===== config.mk =====
export PLATFORM = sky130hd
export DESIGN_NAME = tcpm_top
export DESIGN_NICKNAME = d
export VERILOG_FILES = /design/src/include/tcpm_pkg.sv /design/src/logic/tcpm_thresh_cmp.sv /design/src/logic/tcpm_timer.sv /design/src/logic/tcpm_top.sv
export SDC_FILE = /design/constraint.sdc
export NUM_CORES = 1
export LEC_CHECK = 0
export CAP_MARGIN = 10
export CORE_AREA = 5 5 193 195
export CTS_BUF_LIST = sky130_fd_sc_hd__clkbuf_8
export DETAILED_ROUTE_END_ITERATION = 10
export DIE_AREA = 0 0 198 200
export DONT_BUFFER_PORTS = 1
export PLACE_DENSITY = 0.75
export SETUP_SLACK_MARGIN = 0.1
export SYNTH_ARGS = -nofsm -noshare
export SYNTH_HDL_FRONTEND = slang
export SYNTH_SLANG_ARGS = --single-unit
export TNS_END_PERCENT = 30

===== constraint.sdc =====
create_clock -name mclk_in -period 8.5 [get_ports mclk_in]
set_clock_uncertainty 0.1 [all_clocks]
set_input_delay 0.85 -clock mclk_in [delete_from_list [all_inputs] [get_ports mclk_in]]
set_output_delay 0.85 -clock mclk_in [all_outputs]
set_load 0.005 [all_outputs]

===== src/include/tcpm_pkg.sv =====
// Shared constants and types for the touch converter power-mode controller
package tcpm_pkg;

   // Register offsets (16-bit registers on the serial register port)
   localparam logic [7:0] ADDR_PWR_CTRL    = 8'h00;
   localparam logic [7:0] ADDR_AMB_CTRL0   = 8'h02;
   localparam logic [7:0] ADDR_THRESH      = 8'h04;
   localparam logic [7:0] ADDR_TOUCH       = 8'h08;
   localparam logic [7:0] ADDR_INT_STAT    = 8'h09;
   localparam logic [7:0] ADDR_MODE_STAT   = 8'h0A;
   localparam logic [7:0] ADDR_RESULT_BASE = 8'h10;
   localparam logic [7:0] ADDR_AMBIENT_BASE = 8'h18;

   // Field positions in power_and_conversion_control
   localparam int MODE_LSB       = 0;
   localparam int IVL_LSB        = 2;
   localparam int LAST_STAGE_LSB = 4;
   localparam int DECIM_LSB      = 8;
   localparam int INT_POL_BIT    = 11;
   // Field position in ambient_tracking_control_0
   localparam int TIMEOUT_LSB    = 8;
   // Field position in the interrupt status register
   localparam int NEW_DATA_BIT   = 8;

   // Operating-mode codes; bit 0 set means shutdown
   localparam logic [1:0] MODE_FULL = 2'h0;
   localparam logic [1:0] MODE_LOW  = 2'h2;
   localparam int         MODE_SHUT_BIT = 0;

   // Reset values
   localparam logic [15:0] PWR_CTRL_RST  = 16'h0070;
   localparam logic [15:0] AMB_CTRL0_RST = 16'h0400;
   localparam logic [15:0] THRESH_RST    = 16'h0100;

   // Timing
   localparam int CLK_HZ          = 20000000;
   localparam int FAST_PERIOD_MS  = 25;
   localparam int IDLE_STEP_MS    = 200;
   localparam int FAST_PERIOD_CYC = FAST_PERIOD_MS * (CLK_HZ / 1000);
   localparam int IDLE_STEP_CYC   = IDLE_STEP_MS * (CLK_HZ / 1000);
   localparam int TMR_W           = 25;

   // Baseline tracking filter strength
   localparam int AMB_SHIFT = 4;

   typedef enum logic [2:0] {
      ST_SHUT = 3'h1,
      ST_WAIT = 3'h2,
      ST_CONV = 3'h4
   } tcpm_state_type;

endpackage


===== src/logic/tcpm_thresh_cmp.sv =====
// Threshold compare and baseline tracking for one stage result
`timescale 1ns/10ps
module tcpm_thresh_cmp
   import tcpm_pkg::*;
(
   // Operands
   input  wire logic [15:0] result_in,
   input  wire logic [15:0] ambient_in,
   input  wire logic [15:0] thresh_in,
   // Outcome
   output logic             touch_out,
   output logic [15:0]      ambient_next_out
);

   logic signed [16:0] delta;
   logic        [15:0] magnitude;
   logic signed [16:0] step;

   always_comb begin
      delta     = $signed({1'b0, result_in}) - $signed({1'b0, ambient_in});
      magnitude = delta[16] ? 16'(-delta) : delta[15:0];
      // Either direction counts: input polarity depends on mux setup
      touch_out = (magnitude > thresh_in);
      // Slow first-order tracking keeps drift from looking like a touch
      step = delta >>> AMB_SHIFT;
      ambient_next_out = 16'($signed({1'b0, ambient_in}) + step);
   end

endmodule


===== src/logic/tcpm_timer.sv =====
// Down-counting interval timer for conversion scheduling
`timescale 1ns/10ps
module tcpm_timer
   import tcpm_pkg::*;
(
   // Clock and reset
   input  wire logic             mclk_in,
   input  wire logic             rst_b_in,
   // Control
   input  wire logic             load_in,
   input  wire logic [TMR_W-1:0] load_val_in,
   // Status
   output logic                  expired_out
);

   typedef struct packed {
      logic [TMR_W-1:0] count;
   } tcpm_tmr_type;

   tcpm_tmr_type s_reg;
   tcpm_tmr_type s_next;

   always_comb begin
      s_next = s_reg;
      if (load_in) begin
         s_next.count = load_val_in;
      end else if (s_reg.count != '0) begin
         s_next.count = s_reg.count - TMR_W'(1);
      end
   end

   always_ff @(posedge mclk_in) begin
      if (!rst_b_in) begin
         s_reg <= '0;
      end else begin
         s_reg <= s_next;
      end
   end

   assign expired_out = (s_reg.count == '0);

endmodule


===== src/logic/tcpm_top.sv =====
// Operating-mode control and conversion scheduling for the touch converter
//
// Operation
// - Mode field bits 1:0 at 0x000; 00 full power, 10 low power.
// - Mode codes 01 and 11 both mean complete shutdown.
// - Mode field resets to 00, so conversions start without host setup.
// - Full power keeps everything on and repeats sequences back to back.
// - Touched stages report data; untouched stages feed baseline tracking.
// - Low power idle: reduced state, one sequence per 200..800 ms interval.
// - Low power with touch: a new sequence every 25 ms.
// - After release, stay fast until the 0x002 timeout field runs out.
// - Change beyond threshold is an activation and updates status flags.
// - Interrupt output signals new data and sensor activations.
// - Every stage result is stored in readable registers.
// - Eight inputs share one 16-bit converter, polled in stage order.
// - Button states decided on chip and shown in status registers.
// - Interrupt pin is open drain with programmable active level.
`timescale 1ns/10ps
module tcpm_top
   import tcpm_pkg::*;
#(
   parameter int FAST_PERIOD_CYC_P = FAST_PERIOD_CYC,
   parameter int IDLE_STEP_CYC_P   = IDLE_STEP_CYC
)
(
   // Clock and reset
   input  wire logic        mclk_in,
   input  wire logic        rst_b_in,
   // Register port from the serial interface engine
   input  wire logic        reg_wr_in,
   input  wire logic        reg_rd_in,
   input  wire logic [7:0]  reg_addr_in,
   input  wire logic [15:0] reg_wdata_in,
   output logic      [15:0] reg_rdata_out,
   // Converter core
   output logic             conv_start_out,
   output logic      [2:0]  conv_stage_out,
   output logic      [1:0]  conv_decim_out,
   output logic             afe_power_out,
   input  wire logic        conv_done_in,
   input  wire logic [15:0] conv_result_in,
   // Open-drain interrupt pin
   output logic             int_pin_out,
   output logic             int_pin_oe_b_out
);

   // Block state other than the timer count in one record: registers, flags and sequencer
   // share one reset, so a host never sees a half-initialised map
   typedef struct packed {
      tcpm_state_type   state;
      logic [15:0]      pwr_ctrl;
      logic [15:0]      amb_ctrl;
      logic [15:0]      thresh;
      logic [2:0]       stage;
      logic [7:0][15:0] result;
      logic [7:0][15:0] ambient;
      logic [7:0]       touch;
      logic [7:0]       seq_touch;
      logic [7:0]       act_flags;
      logic             new_data;
      logic             reduced;
      logic             start;
      logic             tmr_load;
      logic [TMR_W-1:0] tmr_val;
      logic [3:0]       timeout_cnt;
      logic [15:0]      rdata;
      logic             int_oe_b;
   } tcpm_core_type;

   tcpm_core_type s_reg;
   tcpm_core_type s_next;

   logic        tmr_expired;
   logic        cmp_touch;
   logic [15:0] cmp_ambient_next;

   // True when the address falls in an eight-entry bank
   function automatic logic in_bank(input logic [7:0] addr,
                                    input logic [7:0] base);
      in_bank = (addr[7:3] == base[7:3]);
   endfunction

   // Idle interval codes 0..3 select one to four idle steps
   function automatic logic [TMR_W-1:0] idle_cycles(input logic [1:0] code);
      logic [TMR_W-1:0] step;
      step = TMR_W'(IDLE_STEP_CYC_P);
      idle_cycles = step + step * TMR_W'(code);
   endfunction

   // Open-drain level: a release (1) lets the pull-up show high. With
   // polarity 0 the pin is pulled low while an interrupt is pending.
   function automatic logic pin_release(input logic act,
                                        input logic pol);
      if (pol) begin
         pin_release = act;
      end else begin
         pin_release = !act;
      end
   endfunction

   // Timer loads one cycle after the sequence end; the wait state
   // ignores the stale expired flag during that cycle
   tcpm_timer tcpm_timer_inst (
      .mclk_in     (mclk_in),
      .rst_b_in    (rst_b_in),
      .load_in     (s_reg.tmr_load),
      .load_val_in (s_reg.tmr_val),
      .expired_out (tmr_expired)
   );

   // Compare works on the stage in flight; its baseline feeds back
   tcpm_thresh_cmp tcpm_thresh_cmp_inst (
      .result_in        (conv_result_in),
      .ambient_in       (s_reg.ambient[s_reg.stage]),
      .thresh_in        (s_reg.thresh),
      .touch_out        (cmp_touch),
      .ambient_next_out (cmp_ambient_next)
   );

   always_comb begin
      logic [1:0] mode;
      logic       shut;
      logic       low;
      logic [2:0] last;
      logic [7:0] touch_v;
      logic       int_act;
      logic       level;
      mode    = s_reg.pwr_ctrl[MODE_LSB +: 2];
      shut    = mode[MODE_SHUT_BIT];
      low     = (mode == MODE_LOW);
      last    = s_reg.pwr_ctrl[LAST_STAGE_LSB +: 3];
      touch_v = s_reg.seq_touch;
      int_act = 1'b0;
      level   = 1'b1;

      s_next          = s_reg;
      s_next.start    = 1'b0;
      s_next.tmr_load = 1'b0;

      // Register writes; status and results are read-only. Allowed in
      // shutdown too so the host can pick another mode.
      if (reg_wr_in) begin
         case (reg_addr_in)
            ADDR_PWR_CTRL: begin
               s_next.pwr_ctrl = reg_wdata_in;
            end
            ADDR_AMB_CTRL0: begin
               s_next.amb_ctrl = reg_wdata_in;
            end
            ADDR_THRESH: begin
               s_next.thresh = reg_wdata_in;
            end
            default: begin
               // Read-only and unmapped addresses ignore writes
            end
         endcase
      end

      // Register reads; data stands until the next read
      if (reg_rd_in) begin
         case (reg_addr_in)
            ADDR_PWR_CTRL: begin
               s_next.rdata = s_reg.pwr_ctrl;
            end
            ADDR_AMB_CTRL0: begin
               s_next.rdata = s_reg.amb_ctrl;
            end
            ADDR_THRESH: begin
               s_next.rdata = s_reg.thresh;
            end
            ADDR_TOUCH: begin
               s_next.rdata = {8'h00, s_reg.touch};
            end
            ADDR_INT_STAT: begin
               s_next.rdata = {7'h00, s_reg.new_data, s_reg.act_flags};
               // Cleared here; a set later in this cycle still wins
               s_next.act_flags = '0;
               s_next.new_data  = 1'b0;
            end
            ADDR_MODE_STAT: begin
               s_next.rdata = {8'h00, s_reg.timeout_cnt, s_reg.reduced,
                               s_reg.state};
            end
            default: begin
               if (in_bank(reg_addr_in, ADDR_RESULT_BASE)) begin
                  s_next.rdata = s_reg.result[reg_addr_in[2:0]];
               end else if (in_bank(reg_addr_in, ADDR_AMBIENT_BASE)) begin
                  s_next.rdata = s_reg.ambient[reg_addr_in[2:0]];
               end else begin
                  // Unmapped space reads as zero
                  s_next.rdata = 16'h0000;
               end
            end
         endcase
      end

      unique case (s_reg.state)
         ST_SHUT: begin
            s_next.reduced = 1'b0;
            if (!shut) begin
               s_next.state     = ST_CONV;
               s_next.stage     = 3'h0;
               s_next.seq_touch = '0;
               s_next.start     = 1'b1;
            end
         end
         ST_WAIT: begin
            if (shut) begin
               s_next.state = ST_SHUT;
            end else if (!low || (tmr_expired && !s_reg.tmr_load)) begin
               // Wake for the next sequence; leaving low power skips wait
               s_next.state   = ST_CONV;
               s_next.stage   = 3'h0;
               s_next.start   = 1'b1;
               s_next.reduced = 1'b0;
            end
         end
         ST_CONV: begin
            if (shut) begin
               // A conversion in flight is abandoned, its result dropped
               s_next.state = ST_SHUT;
            end else if (conv_done_in) begin
               // Results land per stage; the last stage publishes touches
               s_next.result[s_reg.stage] = conv_result_in;
               if (cmp_touch) begin
                  s_next.seq_touch[s_reg.stage] = 1'b1;
                  touch_v[s_reg.stage] = 1'b1;
               end else begin
                  s_next.ambient[s_reg.stage] = cmp_ambient_next;
               end
               if (s_reg.stage == last) begin
                  s_next.touch     = touch_v;
                  s_next.act_flags = s_next.act_flags
                                   | (touch_v & ~s_reg.touch);
                  s_next.new_data  = 1'b1;
                  s_next.seq_touch = '0;
                  if (low) begin
                     s_next.state    = ST_WAIT;
                     s_next.tmr_load = 1'b1;
                     // Timeout counts whole fast sequences after release
                     if (|touch_v) begin
                        s_next.timeout_cnt =
                           s_reg.amb_ctrl[TIMEOUT_LSB +: 4];
                     end else if (s_reg.timeout_cnt != 4'h0) begin
                        s_next.timeout_cnt =
                           s_reg.timeout_cnt - 4'h1;
                     end
                     if ((|touch_v) || (s_reg.timeout_cnt > 4'h1)) begin
                        s_next.tmr_val = TMR_W'(FAST_PERIOD_CYC_P);
                        s_next.reduced = 1'b0;
                     end else begin
                        s_next.tmr_val =
                           idle_cycles(s_reg.pwr_ctrl[IVL_LSB +: 2]);
                        s_next.reduced = 1'b1;
                     end
                  end else begin
                     // Full power restarts at once: rate set by sequence
                     s_next.stage       = 3'h0;
                     s_next.start       = 1'b1;
                     s_next.timeout_cnt = 4'h0;
                  end
               end else begin
                  s_next.stage = s_reg.stage + 3'h1;
                  s_next.start = 1'b1;
               end
            end
         end
      endcase

      // Pin released when its level should be high; pull-up does the rest
      int_act = (|s_next.act_flags) | s_next.new_data;
      level   = pin_release(int_act, s_reg.pwr_ctrl[INT_POL_BIT]);
      s_next.int_oe_b = level;
   end

   // Synchronous reset; the mode field comes back as full power
   always_ff @(posedge mclk_in) begin
      if (!rst_b_in) begin
         s_reg          <= '0;
         s_reg.state    <= ST_SHUT;
         s_reg.pwr_ctrl <= PWR_CTRL_RST;
         s_reg.amb_ctrl <= AMB_CTRL0_RST;
         s_reg.thresh   <= THRESH_RST;
         s_reg.int_oe_b <= 1'b1;
      end else begin
         s_reg <= s_next;
      end
   end

   // Every output except int_pin_out, tied low, comes from the state record
   assign reg_rdata_out    = s_reg.rdata;
   assign conv_start_out   = s_reg.start;
   assign conv_stage_out   = s_reg.stage;
   assign conv_decim_out   = s_reg.pwr_ctrl[DECIM_LSB +: 2];
   // Analog side stays on except in shutdown or the idle wait
   assign afe_power_out    = (s_reg.state != ST_SHUT) && !s_reg.reduced;
   assign int_pin_out      = 1'b0;
   assign int_pin_oe_b_out = s_reg.int_oe_b;

endmodule


-- Word-level counts from Yosys, hierarchy flattened
Index checks and enable logic that the tools add are counted.
- word-level logic and storage cells: 173
- flip-flop bits (word level): 409
- $add $sub $neg: 7
- $lt $le $gt $ge: 5
- bitwise operators: 11
- reduce and logical (&&, ||, !) cells: 30
- $mul: 1
- equality and inequality tests: 26
- multiplexer cells: 60
- operator list (kind ; number):
    $mux W316 ; 2
    $bwmux W128 ; 2
    $bmux W16 S3 ; 3
    $mux W128 ; 1
    $mux W16 ; 7
    $pmux W16 S6 ; 1
    $mux W25 ; 3
    $mux W26 ; 2
    $demux W16 S3 ; 1
    $mux W8 ; 5
    $mux W3 ; 12
    $mux W30 ; 1
    $mux W9 ; 3
    $add A22 B24 Y25 const A ; 1
    $logic_not A25 Y1 ; 1
    $reduce_bool A25 Y1 ; 1
    $sub A25 B1 Y25 const B ; 1
    $eq A8 B4 Y1 const B ; 3
    $pmux W3 S3 ; 2
    $sub A16 B16 Y17 ; 1
    $add A16 B13 Y16 ; 1
    $gt A16 B16 Y1 ; 1
    $mul A14 B2 Y16 const A ; 1
    $neg A16 Y16 ; 1
    40 further kinds ; 83

-- Logic depth before layout (Yosys ltp)
- depth in word-level cells: 22
- depth in mapped cells: 34
- mapped depth without buffers: 28

-- By module
A second synthesis with hierarchy kept.
- cell total of the unflattened synthesis: 2315
- area total of the unflattened synthesis: 21297.9 um2
- by module, submodules not included (module ; area an instance (um2) ; cells an instance ; times used ; sequential area each (um2)):
    tcpm_top ; 17719.5 ; 1852 ; 1 ; 7467.2
    tcpm_thresh_cmp ; 2195.9 ; 299 ; 1 ; 0.0
    tcpm_timer ; 1382.6 ; 164 ; 1 ; 500.5

-- Worst setup path after synthesis
Ideal clock, no wire load.
- kind: register to register
- start point: register s_reg, in the netlist conv_stage_out[1]
- end point: register s_reg[188] in the netlist's numbering
- setup time: 0.070 ns
- cell stages (with the launch flop): 34
- arrival time: 6.804 ns
- slack: 1.526 ns
- cells stage by stage: dfxtp_1 -> buf_6 -> buf_2 -> buf_1 -> buf_1 -> clkbuf_1 -> mux4_2 -> nor2_1 -> o21ai_0 -> ha_1 -> inv_1 -> fa_1 -> a21oi_1 -> o21ai_0 -> a21oi_1 -> o21ai_0 -> a21oi_1 -> xnor2_1 -> nor4_1 -> and3_2 -> a41oi_1 -> xor2_1 -> ha_1 -> nand3_1 -> nor2_1 -> nand2_1 -> nor4_1 -> nand2b_1 -> o21ai_1 -> clkbuf_1 -> nor2_1 -> clkbuf_1 -> nand2_1 -> a21oi_1
- word-level cells in the longest chain between the ends: 8
- elaborated cells on any way between the ends: 15
- classes of those cells: add/sub (3); order compare (3); mux (6); bitwise (1); reduce/logical (2)
- RTL lines (what ; RTL line ; text):
    start, declared ; tcpm_top.sv:70 ; tcpm_core_type s_reg;
    start signal, assigned ; tcpm_top.sv:286 ; s_reg <= s_next;
    $bmux W16 S3 ; tcpm_top.sv:114 ; .ambient_in (s_reg.ambient[s_reg.stage]),
    $mux W16 (implied by the code) ; tcpm_top.sv:114 ;
    $sub A16 B16 Y17 ; tcpm_thresh_cmp.sv:20 ; delta = $signed({1'b0, result_in}) - $signed({1'b0, ambient_in});
    $neg A16 Y16 ; tcpm_thresh_cmp.sv:21 ; magnitude = delta[16] ? 16'(-delta) : delta[15:0];
    $mux W16 ; tcpm_thresh_cmp.sv:21 ;
    $gt A16 B16 Y1 ; tcpm_thresh_cmp.sv:23 ; touch_out = (magnitude > thresh_in);
    $not A1 Y1 (no source line) ; -- ;
    $reduce_and A4 Y1 (no source line) ; -- ;
Several ways; a longest one is shown, not always the timed one. The select of a mux whose other input is x is not followed.
A chain may end at the register's enable or synchronous reset.

-- Final worst setup path
- start point: register s_reg, in the netlist conv_stage_out[2]
- end point: register s_reg[133] in the netlist's numbering
The elaborated chain is that of the path after synthesis.

==> metrics.log <==
INFO  metric cts.path.max_buffers = 3
INFO  metric finish.net_count = 2,519
INFO  metric detailedPlacementHpwl = between 40 and 50 mm
INFO  metric cp_top_family = simple AND/OR/NAND/NOR gates
INFO  metric maxCapViolCount = 0
INFO  metric largest_register_ffs = 350
INFO  metric netlist.area_leader.share = a little under two fifths
INFO  metric data_required_time_of_the_critical_path = 8900 ps
INFO  metric global_route_wire_length_before_repair = 103 mm
INFO  metric worst_skew_pair_later_pin_latency = 630 ps
INFO  metric rsz0062_at_grt = yes
INFO  metric hold_buffers = 0
INFO  metric power.ir.vdd_worst = 0.000180 V
INFO  metric synthCells = 2,511
INFO  metric netlist_area_before_placement = 0.0208 mm^2
INFO  metric synth-edff-count = 0
INFO  metric p_leak = 7.60 nW
INFO  metric avgViaCountPerCell = roughly 6.4
INFO  metric worst_pin_slew = 1300 ps
INFO  metric cts.sink_count = 398
INFO  metric initialDrtViolationCount = approximately 2,000
INFO  metric fin_util = 62.7%
INFO  metric critPathMaxFanout = 16
INFO  metric routed_antenna_nets = 0
INFO  metric fmax = 129 MHz
INFO  metric synth.ff_latch_count = 398
INFO  metric hp-class = in -> reg
INFO  metric start_util = 58.9%
INFO  metric floorplan.die_area = 0.0396 mm^2
INFO  metric startpoint_type_of_the_worst_setup_path = flop
INFO  metric dieHeight = around 200 um
INFO  metric globalRouteTotalUtil = 33.5%
INFO  metric routabilityCongestion = 0.997
INFO  metric fin_ws = about 730 ps
INFO  metric min_period_over_period = 91.4%
INFO  metric drive_above_1_share = 10.8%
INFO  metric largest_net_degree_at_the_start_of_global_routing = ~150
INFO  metric drt_drc_violations_left = 0
INFO  metric fin_tns_setup = 0 ps
INFO  metric htree_num_levels = 3
INFO  metric syn_to_final_growth = 6.42%
INFO  metric drt-wirelength-per-cell = 23.1 um
INFO  metric cts.root.buffer_cell = sky130_fd_sc_hd__clkbuf_8
INFO  metric dp_worst_setup_slack = roughly 890 ps
INFO  metric cpMaxStageDelayCell = sky130_fd_sc_hd__dfxtp_1
INFO  metric final-hold-violation-count = 0
INFO  metric design.core.area = 0.0352 mm^2
INFO  metric run_status = finished clean
INFO  metric syn_nets = 2,615
INFO  metric cp_num_buf_inv = 3
INFO  metric synth-seq-area-share = a little under two fifths
INFO  metric worst_ep_arrival_time = 8170 ps
INFO  metric tritoncts = done
INFO  metric synth.yosys.warnings = 0
INFO  metric detail_route.wirelength = approximately 68 mm
INFO  metric io_buffers = 0
INFO  metric synth.most_common_cell = sky130_fd_sc_hd__nand2_1
INFO  metric cts.clk_slew.worst_paths = 60 ps
INFO  metric synth-async-reset-ratio = 0%
INFO  metric post_synth_num_cell_types = between 80 and 90
INFO  metric timing.critical_path.slowest_cell_delay = 650 ps
INFO  metric yosys-top-cells-area = sky130_fd_sc_hd__dfxtp_1 (38%), sky130_fd_sc_hd__nand2_1 (10%), sky130_fd_sc_hd__mux4_2 (9.1%)
INFO  metric clock_buffers_created_by_tritoncts = 67
INFO  metric pin_count = 70
INFO  metric post_synth_most_frequent_cells = sky130_fd_sc_hd__nand2_1 (573), sky130_fd_sc_hd__dfxtp_1 (398), sky130_fd_sc_hd__a21oi_1 (332)
INFO  metric post-layout-total-power = 4.50 mW
INFO  metric antenna_found_initial = 2
INFO  metric final-seq-area = 0.00797 mm^2
INFO  metric slew_hr = between 10 and 15%
INFO  metric whs = 219 ps
INFO  metric ys.flop_type = sky130_fd_sc_hd__dfxtp_1
INFO  metric endpoint_kind = flop
INFO  metric dr_total_vias = 18,900
INFO  metric synth_top_cell_by_area = sky130_fd_sc_hd__dfxtp_1
INFO  metric multi_input_area = 0.0117 mm^2
INFO  metric minimum_clock_period_after_layout = 7770 ps
INFO  metric synth.avg_cell_area = just over 8 um^2
INFO  metric setup_viol_count_final = 0
INFO  metric die_w = 198 um
INFO  metric globalRoute.totalOverflow = 0
INFO  metric setup.worst_path.class = reg -> reg
INFO  metric report.final.slew_viol_count = 0
INFO  metric final.fill_count = around 3,100
INFO  metric power_per_cell_area = 204 mW/mm^2
INFO  metric rows = 69
INFO  metric first_global_vias = ~18,000
INFO  metric first_pass_iters = 6
-- final timing paths --
| kind | cells past startpoint | to | slack, ps | start |
|---|---|---|---|---|
| min | 1 | int_pin_oe_b_out | 220 | rst_b_in |
| max reg2reg | 27 | s_reg[133] | 730 | conv_stage_out[2] |
| min reg2reg | 2 | s_reg[261] | 350 | s_reg[261] |
| max | 27 | s_reg[133] | 730 | conv_stage_out[2] |
-- power breakdown --
part / switching, mW / internal [mW] / leakage (nW)
clock: 0.802 / 0.924 / 0.768
combinational: 0.480 / 0.307 / 3.62
sequential: 0.0580 / 1.93 / 3.21
-- cell families (layout without fill, tap and decap cells) --
group / after synthesis / count (layout) / synth area share, %
other: 1 / 2 / 0.0181
adders and majority gates: 63 / 63 / 3.84
muxes: 140 / 140 / 11.9
and+or+nand+nor: 991 / 991 / 20.3
buffers and inverters: 256 / 209 / 5.36
xor gates and xnor gates: 67 / 67 / 2.90
AOI/OAI and AO/OA: 595 / 595 / 17.3
DFF: 398 / 398 / 38.4
-- placed cells by master (no fill, tap or decap), types with 9 or more instances in the layout --
cell                       instances
sky130_fd_sc_hd__clkinv_2         11
sky130_fd_sc_hd__a22oi_1          25
sky130_fd_sc_hd__nor3_1           53
sky130_fd_sc_hd__a221oi_1         22
sky130_fd_sc_hd__nand3b_1         11
sky130_fd_sc_hd__a21oi_1         332
sky130_fd_sc_hd__nor2_1          194
sky130_fd_sc_hd__o21a_1           13
sky130_fd_sc_hd__mux2_2            9
sky130_fd_sc_hd__nor4_1            9
sky130_fd_sc_hd__nand2b_1         17
sky130_fd_sc_hd__a21o_1           10
sky130_fd_sc_hd__mux4_2           84
sky130_fd_sc_hd__a31oi_1           9
sky130_fd_sc_hd__clkbuf_8         84
sky130_fd_sc_hd__inv_1            75
sky130_fd_sc_hd__ha_1             57
sky130_fd_sc_hd__nand4_1          13
sky130_fd_sc_hd__dfxtp_1         396
sky130_fd_sc_hd__nor2b_1          11
sky130_fd_sc_hd__or3_1            17
sky130_fd_sc_hd__xnor2_1          49
sky130_fd_sc_hd__and2_1            9
sky130_fd_sc_hd__nand2_1         572
sky130_fd_sc_hd__a211oi_1         31
sky130_fd_sc_hd__mux2i_1          45
sky130_fd_sc_hd__buf_4            31
sky130_fd_sc_hd__xor2_1           16
sky130_fd_sc_hd__nand3_1          35
sky130_fd_sc_hd__o21ai_0          74
sky130_fd_sc_hd__and3_1           15
-- per-stage QoR --
step                cell area, um^2  std cells
floorplan                     20800       2511
global placement              20700       2807
detailed placement            20700       2807
CTS                           22100       2925
global route                  22100       2925
finish                        22100       2926
-- cell type report --
class | instances | share of cell area [%]
Clock buffer | 84 | 5.23
Timing Repair Buffer | 32 | 1.14
Antenna cell | 1 | 0.0113
Clock inverter | 34 | 0.849
Multi-Input combinational cell | 1857 | 53.0
Sequential cell | 398 | 36.1
Tap cell | 461 | 2.61
Inverter | 59 | 1.04
-- repair_timing --
action                                  4_1_cts  5_1_grt
setup buffers                                 0        0
resized for setup                             0        2
endpoints found under the setup margin        0        4
-- per-layer routing --
layer,GRT usage (%),vias to the layer above,wire (um),share of wire [%]
met5,0,-,7,0.010
met4,20.5,2,4540,6.7
met3,9.47,243,7460,11
met2,51.3,1089,30000,44
met1,42.1,8929,25700,38
li1,-,8595,-,-
Power figures use the tool's default switching activity.
